===== src/rtl/mesa_map.vh =====
// Register map and timing constants for the MAC enable and station address
// block. Assumes inclusion by bare name from the rtl directory.
`ifndef MESA_MAP_VH
`define MESA_MAP_VH

// Register indices as printed; byte address is four times the index
`define MESA_IDX_CTRL        4'h1
`define MESA_IDX_ADDR_UPPER  4'h2
`define MESA_IDX_ADDR_LOWER  4'h3
`define MESA_IDX_STATUS      4'h7

// Control register field positions
`define MESA_CTRL_DEFERRAL_CHECK_ENABLE_BIT  5
`define MESA_CTRL_TRANSMITTER_ENABLE_BIT   3
`define MESA_CTRL_RECEIVER_ENABLE_BIT   2

// Reset values
`define MESA_RST_CTRL        32'h00000000
`define MESA_RST_ADDR_UPPER  32'h0000FFFF
`define MESA_RST_ADDR_LOWER  32'hFFFFFFFF
`define MESA_RST_ADDR_FIELD  16'hFFFF

// Configuration memory byte locations, in wire order of the address
`define MESA_EE_ADDR_B0      8'h01
`define MESA_EE_ADDR_B1      8'h02
`define MESA_EE_ADDR_B2      8'h03
`define MESA_EE_ADDR_B3      8'h04
`define MESA_EE_ADDR_B4      8'h05
`define MESA_EE_ADDR_B5      8'h06

// Deferral limit in bit times and one bit time in ns at 10 Mb/s
`define MESA_DEFER_BIT_TIMES 24288
`define MESA_BIT_TIME_NS     100
`define MESA_CLK_PERIOD_NS   100
`define MESA_DEFER_CYCLES    ((`MESA_DEFER_BIT_TIMES * `MESA_BIT_TIME_NS) / `MESA_CLK_PERIOD_NS)

`endif


===== src/rtl/mesa_sync.v =====
// Three flip-flop synchroniser for a level from outside the clock domain.
// A change counts once the second and third stages agree.
`timescale 1ns/1ns
module mesa_sync (
    input  wire i_sys_clk,
    input  wire i_rst,
    input  wire i_async,
    output reg  o_level
);
    reg [2:0] stage_q; // Sampling chain

    // Shift chain; first stage is read by the second stage only
    always @(posedge i_sys_clk or posedge i_rst) begin
        if (i_rst) begin
            stage_q <= 3'h0;
            o_level <= 1'b0;
        end else begin
            stage_q <= {stage_q[1:0], i_async};
            if (stage_q[1] == stage_q[2]) begin
                o_level <= stage_q[2];
            end
        end
    end
endmodule // mesa_sync


===== src/rtl/mesa_core.v =====
// MAC enable bits, deferral check and station address over APB.
// Assumes an APB master on i_sys_clk, 10 MHz, and a byte stream from the
// configuration memory controller on the same clock.
//
// Functional notes
// - Deferral timer restarts from zero every deferral
// - Check disabled: defer indefinitely, never abort
// - Transmit enable set: frames go to PHY
// - Transmit enable clear: no frame starts
// - Receive enable set: accept PHY frames
// - Upper register holds address bits 47:32
// - Programmed memory at power-on loads address
// - Locations 0x05, 0x06 fill upper bytes
// - Host writes address after initialization only
// - Check enabled: abort after 24288 bit times
// - Locations 0x01-0x04 fill lower register
// - First wire byte is lower bits 7:0
`timescale 1ns/1ns
`include "mesa_map.vh"
module mesa_core #(
    parameter DEFER_LIMIT = `MESA_DEFER_CYCLES
) (
    input  wire        i_sys_clk,
    input  wire        i_rst,
    input  wire        i_psel,
    input  wire        i_penable,
    input  wire        i_pwrite,
    input  wire [7:0]  i_paddr,
    input  wire [31:0] i_pwdata,
    output reg  [31:0] o_prdata,
    output reg         o_pready,
    output reg         o_pslverr,
    input  wire        i_ee_valid,
    input  wire [7:0]  i_ee_loc,
    input  wire [7:0]  i_ee_byte,
    input  wire        i_ee_done,
    input  wire        i_crs,
    input  wire        i_tx_frame_ready,
    input  wire        i_tx_collision,
    input  wire        i_rx_frame_valid,
    output reg         o_tx_start,
    output reg         o_tx_abort,
    output reg         o_rx_accept,
    output reg         o_tx_enabled,
    output reg         o_rx_enabled,
    output reg  [7:0]  o_wire_byte,
    output reg         o_wire_valid,
    input  wire        i_wire_next
);
    reg        deferral_check_enable_q; // Deferral check on
    reg        transmitter_enable_q;    // Transmitter on
    reg        receiver_enable_q;       // Receiver on
    reg [15:0] station_address_upper_q; // Address bits 47:32
    reg [31:0] station_address_lower_q; // Address bits 31:0
    reg        init_done_q;             // Power-on load finished
    reg [14:0] defer_cnt_q;             // Deferral bit time counter
    reg        abort_seen_q;            // Sticky abort, status
    reg [2:0]  wire_idx_q;              // Address byte on wire
    wire       crs_s;                   // Synchronised carrier sense
    wire       access;                  // APB access phase
    wire [3:0] idx;                     // Register index
    wire       deferring;               // Ready but held off

    // Byte address to register index
    function [3:0] reg_index;
        input [7:0] addr;
        begin
            reg_index = addr[5:2];
        end
    endfunction

    // Carrier sense comes from the PHY pin domain
    mesa_sync u_crs_sync (
        .i_sys_clk (i_sys_clk),
        .i_rst     (i_rst),
        .i_async   (i_crs),
        .o_level   (crs_s)
    );

    assign access    = i_psel & i_penable;
    assign idx       = reg_index(i_paddr);
    assign deferring = transmitter_enable_q & i_tx_frame_ready & crs_s;

    // Register file, power-on load and APB answers
    always @(posedge i_sys_clk or posedge i_rst) begin
        if (i_rst) begin
            deferral_check_enable_q <= 1'b0;
            transmitter_enable_q    <= 1'b0;
            receiver_enable_q       <= 1'b0;
            station_address_upper_q <= `MESA_RST_ADDR_FIELD;
            station_address_lower_q <= `MESA_RST_ADDR_LOWER;
            init_done_q             <= 1'b0;
            o_prdata                <= 32'h00000000;
            o_pready                <= 1'b0;
            o_pslverr               <= 1'b0;
        end else begin
            o_pready  <= 1'b0;
            o_pslverr <= 1'b0;
            // Load only while a programmed memory streams bytes; with no
            // memory the controller only raises done and nothing loads
            if (!init_done_q && i_ee_valid) begin
                case (i_ee_loc)
                    `MESA_EE_ADDR_B0: begin
                        station_address_lower_q[7:0] <= i_ee_byte;
                    end
                    `MESA_EE_ADDR_B1: begin
                        station_address_lower_q[15:8] <= i_ee_byte;
                    end
                    `MESA_EE_ADDR_B2: begin
                        station_address_lower_q[23:16] <= i_ee_byte;
                    end
                    `MESA_EE_ADDR_B3: begin
                        station_address_lower_q[31:24] <= i_ee_byte;
                    end
                    `MESA_EE_ADDR_B4: begin
                        station_address_upper_q[7:0] <= i_ee_byte;
                    end
                    `MESA_EE_ADDR_B5: begin
                        station_address_upper_q[15:8] <= i_ee_byte;
                    end
                    default: ;
                endcase
            end
            if (i_ee_done) begin
                init_done_q <= 1'b1;
            end
            // One wait state: answer in the second access cycle
            // The write lands as pready is raised; the master sees pready
            // one edge later, and the raised pready blocks a second write
            if (access && !o_pready) begin
                o_pready <= 1'b1;
                if (idx == `MESA_IDX_CTRL) begin
                    if (i_pwrite) begin
                        deferral_check_enable_q <=
                            i_pwdata[`MESA_CTRL_DEFERRAL_CHECK_ENABLE_BIT];
                        transmitter_enable_q    <=
                            i_pwdata[`MESA_CTRL_TRANSMITTER_ENABLE_BIT];
                        receiver_enable_q       <=
                            i_pwdata[`MESA_CTRL_RECEIVER_ENABLE_BIT];
                    end
                    o_prdata <= {26'h0, deferral_check_enable_q, 1'b0,
                                 transmitter_enable_q, receiver_enable_q, 2'h0};
                end else if (idx == `MESA_IDX_ADDR_UPPER) begin
                    if (i_pwrite && init_done_q) begin
                        station_address_upper_q <= i_pwdata[15:0];
                    end
                    o_prdata <= {16'h0000, station_address_upper_q};
                end else if (idx == `MESA_IDX_ADDR_LOWER) begin
                    if (i_pwrite && init_done_q) begin
                        station_address_lower_q <= i_pwdata;
                    end
                    o_prdata <= station_address_lower_q;
                end else if (idx == `MESA_IDX_STATUS) begin
                    o_prdata <= {29'h0, abort_seen_q, crs_s, init_done_q};
                end else begin
                    // Unmapped address answers with an error
                    o_prdata  <= 32'h00000000;
                    o_pslverr <= 1'b1;
                end
            end
        end
    end

    // Deferral timer, transmit gating, receive gating
    // While the check is off the counter parks at the limit, so it never
    // wraps; turning the check on during a long deferral aborts at once
    always @(posedge i_sys_clk or posedge i_rst) begin
        if (i_rst) begin
            defer_cnt_q  <= 15'h0000;
            abort_seen_q <= 1'b0;
            o_tx_start   <= 1'b0;
            o_tx_abort   <= 1'b0;
            o_rx_accept  <= 1'b0;
            o_tx_enabled <= 1'b0;
            o_rx_enabled <= 1'b0;
        end else begin
            o_tx_start   <= 1'b0;
            o_tx_abort   <= 1'b0;
            o_tx_enabled <= transmitter_enable_q;
            o_rx_enabled <= receiver_enable_q;
            o_rx_accept  <= receiver_enable_q & i_rx_frame_valid;
            if (!deferring || i_tx_collision) begin
                defer_cnt_q <= 15'h0000;
            end else if (deferral_check_enable_q &&
                         defer_cnt_q >= DEFER_LIMIT[14:0]) begin
                o_tx_abort   <= 1'b1;
                abort_seen_q <= 1'b1;
                defer_cnt_q  <= 15'h0000;
            end else if (defer_cnt_q < DEFER_LIMIT[14:0]) begin
                defer_cnt_q <= defer_cnt_q + 15'h0001;
            end
            // Start only when enabled and carrier is clear
            if (transmitter_enable_q && i_tx_frame_ready && !crs_s) begin
                o_tx_start <= 1'b1;
            end
        end
    end

    // Address byte stream, lower byte 0 first
    // A next pulse moves the index at its edge; the matching byte shows
    // one edge after that, so the far side waits two clocks per byte
    always @(posedge i_sys_clk or posedge i_rst) begin
        if (i_rst) begin
            wire_idx_q   <= 3'h0;
            o_wire_byte  <= 8'h00;
            o_wire_valid <= 1'b0;
        end else begin
            o_wire_valid <= 1'b1;
            case (wire_idx_q)
                3'h0: o_wire_byte <= station_address_lower_q[7:0];
                3'h1: o_wire_byte <= station_address_lower_q[15:8];
                3'h2: o_wire_byte <= station_address_lower_q[23:16];
                3'h3: o_wire_byte <= station_address_lower_q[31:24];
                3'h4: o_wire_byte <= station_address_upper_q[7:0];
                default: o_wire_byte <= station_address_upper_q[15:8];
            endcase
            if (i_wire_next) begin
                wire_idx_q <= (wire_idx_q == 3'h5) ? 3'h0 : wire_idx_q + 3'h1;
            end
        end
    end
endmodule // mesa_core


===== config.mk =====
export PLATFORM = sky130hd
export DESIGN_NAME = mesa_core
export DESIGN_NICKNAME = d
export VERILOG_FILES = /design/src/rtl/mesa_sync.v /design/src/rtl/mesa_core.v
export VERILOG_INCLUDE_DIRS = /design/src /design/src/rtl
export SDC_FILE = /design/constraint.sdc
export NUM_CORES = 1
export LEC_CHECK = 0
export BUFFER_PORTS_ARGS = -buffer_cell sky130_fd_sc_hd__buf_2
export CAP_MARGIN = 20
export CORE_MARGIN = 1.5
export CORE_UTILIZATION = 60
export CTS_CLUSTER_DIAMETER = 50
export DETAILED_ROUTE_END_ITERATION = 10
export GPL_TIMING_DRIVEN = 0
export PLACE_DENSITY = 0.86
export SYNTH_ARGS = -nofsm -noshare
export SYNTH_HDL_FRONTEND = slang
export SYNTH_SLANG_ARGS = --single-unit

===== constraint.sdc =====
create_clock -name i_sys_clk -period 8.1 [get_ports i_sys_clk]
set_input_delay 1.62 -clock i_sys_clk [delete_from_list [all_inputs] [get_ports i_sys_clk]]
set_output_delay 1.62 -clock i_sys_clk [all_outputs]
set_load 0.02 [all_outputs]

Yosys cells after proc, flatten, opt, wreduce, memory -nomap -nowiden
Index checks and enable logic that the tools add are counted.
Widths: inputs -> output; s select.
- flip-flop bits (word level): 123
- bits of input ports: 68
- output and inout port bits: 48
- logic and storage cells: 96
- $add $sub $neg: 2
- magnitude comparators: 2
- equal/unequal tests: 16
- multiplexer cells: 35
- bitwise gates (word level): 5
- reduce and logical (&&, ||, !) cells: 15
- operators by type and width (cell ; count):
    $mux 32 ; 9
    $mux 16 ; 5
    $mux 8 ; 6
    $mux 15 ; 3
    $pmux 8 s5 ; 1
    $eq 8x3->1 const B ; 3
    $eq 8x2->1 const B ; 2
    $add 15x1->15 const B ; 1
    $ge 15x15->1 const B ; 1
    $lt 15x15->1 const B ; 1
    $mux 1 ; 9
    $eq 4x2->1 const B ; 2
    $eq 8x1->1 const B ; 1
    $eq 3x2->1 const B ; 2
    $eq 3x3->1 const B ; 2
    $logic_and 1x1->1 ; 6
    $mux 3 ; 2
    $and 1x1->1 ; 4
    $eq 4x1->1 const B ; 1
    $eq 4x3->1 const B ; 1
    $logic_not 1->1 ; 4
    $add 3x1->3 const B ; 1
    $eq 3x1->1 const B ; 1
    $logic_not 3->1 ; 1
    6 further kinds ; 6

Logic depth before layout (Yosys ltp)
Gate-level depths: netlist of run 1.
- word-level depth: 8
- mapped depth: 9
- depth with buffers taken out: 5

Cells and area by module
From an unflattened synthesis of run 1, not the netlist that was laid out.
- cell total of the unflattened synthesis: 648
- area, all modules: 6170.9 um^2
- by module, submodules not included (module ; instances ; cells an instance ; area an instance (um^2)):
    mesa_core ; 1 ; 642 ; 6055.8
    mesa_sync ; 1 ; 6 ; 115.1

Least setup slack after synthesis of run 1
Ideal clock, no wire load.
- kind: input to register
- start point: in i_ee_loc[5]
- end point: reg station_address_upper_q[10]
- setup time: 0.097 ns
- data arrival time: 2.990 ns
- required time: 8.003 ns
- path slack: 5.013 ns
- stages: 6
- path buffers: 2
- path through: or4_4 or3_1 buf_2 buf_6 o21ai_1 a31oi_1
- longest elaborated chain between the ends: 7
- ends and longest elaborated chain (item ; RTL line ; RTL):
    start: declaration ; mesa_core.v:34 ; input wire [7:0] i_ee_loc,
    $eq 8x3->1 (*) ; mesa_core.v:102 ; case (i_ee_loc)
    $mux 8 (*) ; mesa_core.v:102 ;
    $mux 16 (*) ; mesa_core.v:101 ; if (!init_done_q && i_ee_valid) begin
    $mux 16 ; mesa_core.v:144 ; if (i_pwrite && init_done_q) begin
    $mux 16 ; mesa_core.v:143 ; end else if (idx == `MESA_IDX_ADDR_UPPER) begin
    $mux 16 ; mesa_core.v:132 ; if (idx == `MESA_IDX_CTRL) begin
    $mux 16 (*) ; mesa_core.v:130 ; if (access && !o_pready) begin
    end signal: assignment ; mesa_core.v:90 ; station_address_upper_q <= `MESA_RST_ADDR_FIELD;
    end signal: assignment ; mesa_core.v:119 ; station_address_upper_q[15:8] <= i_ee_byte;
    end signal: assignment ; mesa_core.v:145 ; station_address_upper_q <= i_pwdata[15:0];
    end: declaration ; mesa_core.v:53 ; reg [15:0] station_address_upper_q;
Mark *: on every way between the ends. The rest lies on a longest branch, timed or not.
A chain may end at the register's enable or synchronous reset.

Final worst setup path of run 1
- start point: in i_paddr[4]
- end point: reg station_address_upper_q[6]
- longest elaborated chain between the ends: 4
- elaborated cells on any way between the ends: 5
- ends and longest elaborated chain (item ; RTL line ; RTL):
    start: declaration ; mesa_core.v:28 ; input wire [7:0] i_paddr,
    $eq 4x2->1 (no line) ; -- ;
    $mux 16 ; mesa_core.v:143 ;
    $mux 16 (*) ; mesa_core.v:132 ;
    $mux 16 (*) ; mesa_core.v:130 ;
    end signal: assignment ; mesa_core.v:90 ;
    end signal: assignment ; mesa_core.v:116 ; station_address_upper_q[7:0] <= i_ee_byte;
    end signal: assignment ; mesa_core.v:145 ;
Marks and branches as above.

==> flow_summary.json, run 1 <==
{
  "final_util": 0.749,
  "synthAdderAreaFrac": 0.00790,
  "startpoint_type": "primary input",
  "num_io_pins": 116,
  "worstMarginPinSlew_ns": 0.935,
  "max_slew_margin": 0.372,
  "cts_max_path_buffers": 2,
  "hold_viol": 0,
  "viasPerCell": 6.27,
  "period_minus_slack_ns": 2.99,
  "ir_worst_vdd_uv": 195,
  "wl_met3_mm": 1.67,
  "numCtsBuffers": 17,
  "path_class": "primary input to register",
  "start_util": 0.619,
  "drtAntennaViolNets": 0,
  "postCtsResizedCells": 0,
  "htreeDepth": 4,
  "reg2reg_depth": 9,
  "multi_input_area_mm2": 0.00267,
  "cts_root_buf": "clkbuf_8",
  "syn-mean-instance-area_um2": 9.77,
  "hold_buffers": 0,
  "rr_startpoint": "wire_idx_q[2]$_DFFE_PP0P_",
  "vias": 5587,
  "worstSetupEndpoint": "station_address_upper_q[6]$_DFF_PP1_",
  "wl_per_cell_um": 19.9,
  "num_rows": 36,
  "clock_sinks": 123,
  "overflow": 0,
  "tns_ns": 0,
  "dpl.hpwl_mm": 12.8,
  "layout.cells.non_filler": 891,
  "skew_ns": 0.00724,
  "wl_met1_mm": 7.41,
  "post-cts-setup-buffer-count": 0,
  "grt_pass1_vias": 5177,
  "crit_start": "i_paddr[4]",
  "die_h_um": 103,
  "gp_congestion": 1.04,
  "layout-drive-gt1-share": 0.290,
  "port_buffers": 109,
  "synth-compound-area-share": 0.165,
  "crit_required_ns": 8.56,
  "endpoint_kind": "register",
  "wl_mm": 17.7,
  "timing.final.max_slew_violations": 0,
  "die_w_um": 103,
  "first_iter_violations": 481,
  "synth_top_family_by_area": "simple AND/OR/NAND/NOR gates",
  "drtPass1Iterations": 8,
  "fillers": 713,
  "top_layer": "met4",
  "clk_latency_ns": 0.53,
  "worstPathMaxFanout": 10,
  "rrSetupSlack_ns": 5.35,
  "synth-seq-area-share": 0.521,
  "synth-seq-cells": 123,
  "synth-main-ff-cell": "dfrtp_1",
  "wl_met2_mm": 8.06,
  "synth-edff-count": 0,
  "outcome": "finished clean",
  "ys.warnings.count": 0,
  "cts_tree": "built",
  "gr-usage-all-layers": 0.349,
  "synth_area_mm2": 0.00602,
  "r2r_end": "o_wire_byte[0]$_DFF_PP0_",
  "maxCapViolCount": 0,
  "areaGrowthSynthToFinish_pct": 21.0,
  "grt_setup_unrepaired": "false",
  "drc": 0,
  "grt_first_pass_wirelength_mm": 27.2,
  "synth-xor-area-share": 0.00291,
  "grt_start_max_net_pins": 67,
  "powerDensity_mw_per_mm2": 259,
  "setup_viol": 0,
  "clkTransAtPathRegs_ns": 0.06,
  "synth_mux_area_frac": 0.0667,
  "synthSimpleGateAreaFrac": 0.200,
  "antenna_found_initial": 0,
  "syn-num-nets": 687,
  "max_freq_mhz": 335,
  "diodes": 0,
  "min_path_type": "register to register",
  "synth_cell_types": 59,
  "placed_cells": 859,
  "synthCells": 616,
  "seqCellArea_mm2": 0.00314,
  "critPathArrivalTime_ns": 3.44,
  "layout.nets": 816,
  "die_area_mm2": 0.0106,
  "p_leak_nw": 3.32,
  "core_area_mm2": 0.00973,
  "post-route-period-util": 0.369,
  "synthArstFlopShare": 1.00
}
cell families after synthesis:
| kind of cell | after synthesis |
|---|---|
| buffers and inverters | 51 |
| and+or+nand+nor | 240 |
| adders and majority gates | 4 |
| DFF | 123 |
| other | 1 |
| muxes | 39 |
| xor gates and xnor gates | 2 |
| AOI/OAI and AO/OA | 156 |
synth_stat cells (all sizes together) (7+ instances only):
| library cell | instances | area share |
|---|---|---|
| nor2 | 78 | 0.049 |
| dfrtp | 75 | 0.31 |
| nand3 | 55 | 0.046 |
| dfstp | 48 | 0.21 |
| nand2 | 46 | 0.029 |
| a21oi | 36 | 0.030 |
| o21ai | 36 | 0.030 |
| clkbuf | 30 | 0.019 |
| mux2i | 30 | 0.050 |
| a31oi | 28 | 0.029 |
| a22oi | 12 | 0.015 |
| a221oi | 11 | 0.016 |
| buf | 10 | 0.0096 |
| inv | 10 | 0.0062 |
| mux2 | 9 | 0.017 |
| nand4 | 7 | 0.0094 |
area by class of cell:
type	instances	share of cell area
plain buffers	40	0.0235
flip-flops and latches	123	0.431
clock buffers	24	0.0661
clock inverters	8	0.00584
repair buffers	110	0.0787
inverters	11	0.00601
well taps	133	0.0228
multi-input cells	442	0.366
sequential cells by signal, indices dropped and copies added (netlist names), 3 cells and up:
signal and cells:
o_prdata 32, station_address_lower_q 32, station_address_upper_q 16, defer_cnt_q 15, o_wire_byte 8, u_crs_sync.stage_q 3, wire_idx_q 3
per-layer routing:
layer,vias to the layer above,global-route usage
met1,2709,0.492
li1,2506,-
met5,-,0
met2,324,0.518
met3,48,0.0861
met4,0,0.146
through the flow:
stage	cell area (um2)	setup slack [ns]	hold WS (ns)	power, mW
after floorplan	6020	3.29	0.331	1.06
after global placement	6730	2.14	0.336	1.20
after detailed placement	6760	4.65	0.351	1.21
after CTS	7280	5.19	0.363	1.88
after global routing	7280	5.01	0.377	1.97
final	7280	5.11	0.356	1.89
power breakdown:
group	internal, mW	total, mW	switching [mW]
Clock	0.406	0.668	0.262
Sequential	0.735	0.813	0.0774
Combinational	0.159	0.405	0.246
Total	1.30	1.89	0.586
worst min-delay path by stage:
stage	from	endpoint	slack (ns)	cells after the start
2_1_floorplan	u_crs_sync.stage_q[0]$_DFF_PP0_	u_crs_sync.stage_q[1]$_DFF_PP0_	0.33	0
3_3_place_gp	u_crs_sync.stage_q[0]$_DFF_PP0_	u_crs_sync.stage_q[1]$_DFF_PP0_	0.34	0
3_5_place_dp	u_crs_sync.stage_q[0]$_DFF_PP0_	u_crs_sync.stage_q[1]$_DFF_PP0_	0.35	0
4_1_cts	u_crs_sync.stage_q[0]$_DFF_PP0_	u_crs_sync.stage_q[1]$_DFF_PP0_	0.36	0
5_1_grt	u_crs_sync.stage_q[0]$_DFF_PP0_	u_crs_sync.stage_q[1]$_DFF_PP0_	0.38	0
6_report	u_crs_sync.stage_q[0]$_DFF_PP0_	u_crs_sync.stage_q[1]$_DFF_PP0_	0.36	0
cell usage in the layout (no fill, tap or decap), types with 6 or more instances in the layout:
cell type  count
mux2_2         9
o211ai_1       6
nor2_1        78
a21oi_1       36
inv_1          9
o21ai_0       26
or3_1          6
nand2_1       46
o31ai_1        6
a31oi_1       28
a22oi_1       12
a221oi_1      11
dfrtp_1       75
o21a_1         6
dfstp_2       48
buf_2        113
nand3_1       55
mux2i_1       30
clkinv_2       7
clkbuf_1      33
o21ai_1       10
clkbuf_16     17
worst max-delay path: stages:
cell and delay (ns):
clkbuf_1 0.18, nor4b_2 0.67, nand4_1 0.37, clkbuf_1 0.37, a21oi_1 0.23
No activity file was read; power rests on OpenSTA's default activity.
==> run 2, diff against run 1 <==
ABC_AREA = 1   (was unset)
CORE_UTILIZATION = 56   (was 60)
PLACE_DENSITY = 0.8   (was 0.86)
clock period = 3.1 ns   (was 8.1 ns; I/O delays follow)
==> flow_summary.json, run 2 <==
{
  "outcome": "finished clean",
  "viasPerCell": 5.37,
  "powerDensity_mw_per_mm2": 641,
  "grt_first_pass_wirelength_mm": 28.4,
  "synth-main-ff-cell": "dfrtp_1",
  "preCtsSetupSlack_ns": 1.09,
  "tns_ns": 0,
  "clkTransAtPathRegs_ns": 0.06,
  "diodes": 0,
  "htreeDepth": 4,
  "final_cell_area_mm2": 0.00769,
  "wl_per_cell_um": 15.9,
  "ys.warnings.count": 0,
  "core_area_mm2": 0.0108,
  "placed_cells": 1065,
  "drc": 0,
  "ir_worst_vdd_uv": 458,
  "startpoint_type": "register",
  "hold_viol": 0,
  "synth-seq-area-share": 0.503,
  "drtPass1Iterations": 7,
  "syn-num-nets": 882,
  "crit_required_ns": 3.53,
  "grt_pass1_vias": 5629,
  "path_class": "register to register",
  "placed_area_mm2": 0.00704,
  "period_minus_slack_ns": 1.79,
  "critPathArrivalTime_ns": 2.21,
  "num_io_pins": 116,
  "maxCapViolCount": 0,
  "syn-mean-instance-area_um2": 7.70,
  "die_w_um": 109,
  "min_path_type": "primary input to async pin",
  "wl_mm": 17.5,
  "timing.final.max_slew_violations": 0,
  "layout.cells.non_filler": 1097,
  "yosys.area.top_type": "dfrtp_1",
  "clk_latency_ns": 0.54,
  "layout.nets": 1015,
  "post-cts-setup-buffer-count": 0,
  "endpoint_kind": "register",
  "die_h_um": 109,
  "antenna_found_initial": 0,
  "hold_buffers": 0,
  "yosysTopAreaCellShare": 0.301,
  "cts_max_path_buffers": 2,
  "gr-usage-all-layers": 0.322,
  "cts_tree": "built",
  "grt_start_max_net_pins": 45,
  "setup_viol": 0,
  "cts_root_buf": "clkbuf_8",
  "port_buffers": 111,
  "vias": 5893,
  "synth-seq-cells": 123,
  "max_slew_margin": 0.476,
  "synth_area_leaders": "dfrtp_1, dfstp_2, nand2_1",
  "ys_top_cells_by_count": "nand2_1, inv_1, dfrtp_1, nor2_1, nand3_1",
  "postCtsResizedCells": 0,
  "p_leak_nw": 3.85,
  "largest_registers": "o_prdata x32, station_address_lower_q x32, station_address_upper_q x16",
  "die_area_mm2": 0.0118,
  "max_freq_mhz": 560,
  "worstMarginPinSlew_ns": 0.782,
  "start_util": 0.576,
  "num_rows": 38,
  "drtAntennaViolNets": 0,
  "worst_slack_ns": 1.31,
  "final_util": 0.710,
  "layout_common_cells": "nand2_1, buf_2, inv_1",
  "numCtsBuffers": 17,
  "dpl.hpwl_mm": 12.9,
  "layout-drive-gt1-share": 0.260,
  "synthArstFlopShare": 1.00,
  "post-route-period-util": 0.576,
  "areaGrowthSynthToFinish_pct": 23.3,
  "first_iter_violations": 421,
  "synth_area_mm2": 0.00624,
  "clock_sinks": 123,
  "fillers": 948,
  "synth_cell_types": 34,
  "grt_setup_unrepaired": "false",
  "worstPathMaxFanout": 9,
  "skew_ns": 0.00648,
  "overflow": 0,
  "final_common_cell": "nand2_1",
  "synthCells": 811,
  "gp_congestion": 0.956,
  "synth-edff-count": 0,
  "synth.most_common_cell": "nand2_1"
}
==> run 2: cell type report <==
class	instances	area [um2]	share of cell area
repair buffers	114	616	0.0800
flip-flops and latches	123	3140	0.408
plain buffers	25	141	0.0184
multi-input cells	564	2590	0.337
inverters	99	377	0.0490
clock buffers	19	442	0.0574
well taps	140	175	0.0228
clock inverters	13	215	0.0280
==> run 2: path summary, 6_finish.rpt <==
| kind | slack, ns | from | to | depth (start not counted) |
|---|---|---|---|---|
| max in group asynchronous | 2.17 | i_rst | station_address_lower_q[9]$_DFF_PP1_ | 4 |
| worst min-delay path | 0.12 | i_rst | u_crs_sync.stage_q[0]$_DFF_PP0_ | 2 |
| worst max register to register | 1.31 | wire_idx_q[0]$_DFFE_PP0P_ | o_wire_byte[4]$_DFF_PP0_ | 6 |
| worst max-delay path | 1.31 | wire_idx_q[0]$_DFFE_PP0P_ | o_wire_byte[4]$_DFF_PP0_ | 6 |
| worst min register to register | 0.36 | u_crs_sync.stage_q[0]$_DFF_PP0_ | u_crs_sync.stage_q[1]$_DFF_PP0_ | 0 |
| min in group i_sys_clk | 0.19 | i_crs | u_crs_sync.stage_q[0]$_DFF_PP0_ | 1 |
==> run 2: metrics by stage <==
| stage | hold slack [ns] | total power, mW |
|---|---|---|
| after floorplan | 0.331 | 2.45 |
| after global placement | 0.334 | 2.73 |
| after detailed placement | 0.350 | 2.75 |
| after CTS | 0.114 | 4.93 |
| after global routing | 0.147 | 5.15 |
| final | 0.116 | 4.93 |
==> run 2: metal layers <==
| metal | up-vias | track usage | wire (um) |
|---|---|---|---|
| met2 | 239 | 0.502 | 8020 |
| met5 | - | 0 | 0 |
| met4 | 0 | 0.133 | 512 |
| met3 | 42 | 0.0681 | 1300 |
| li1 | 2859 | - | - |
| met1 | 2753 | 0.437 | 7620 |
==> run 2: critical path, stage by stage (launching register included) <==
cell and delay (ns):
dfrtp_1 0.43, nand2_1 0.08, inv_1 0.05, ha_1 0.18, inv_1 0.19, o211ai_1 0.37, o211ai_1 0.37
==> run 2: logic make-up after synthesis <==
logic type	synth area share
AOI/OAI and AO/OA	0.104
DFF	0.503
and+or+nand+nor	0.303
other	0.000601
adders and majority gates	0.00762
buffers and inverters	0.0824
==> run 2: power by group <==
| group | switching (mW) | leakage [nW] | internal, mW |
|---|---|---|---|
| sequential | 0.132 | 1.51 | 1.86 |
| clock | 0.740 | 0.307 | 1.43 |
| combinational | 0.510 | 2.03 | 0.253 |
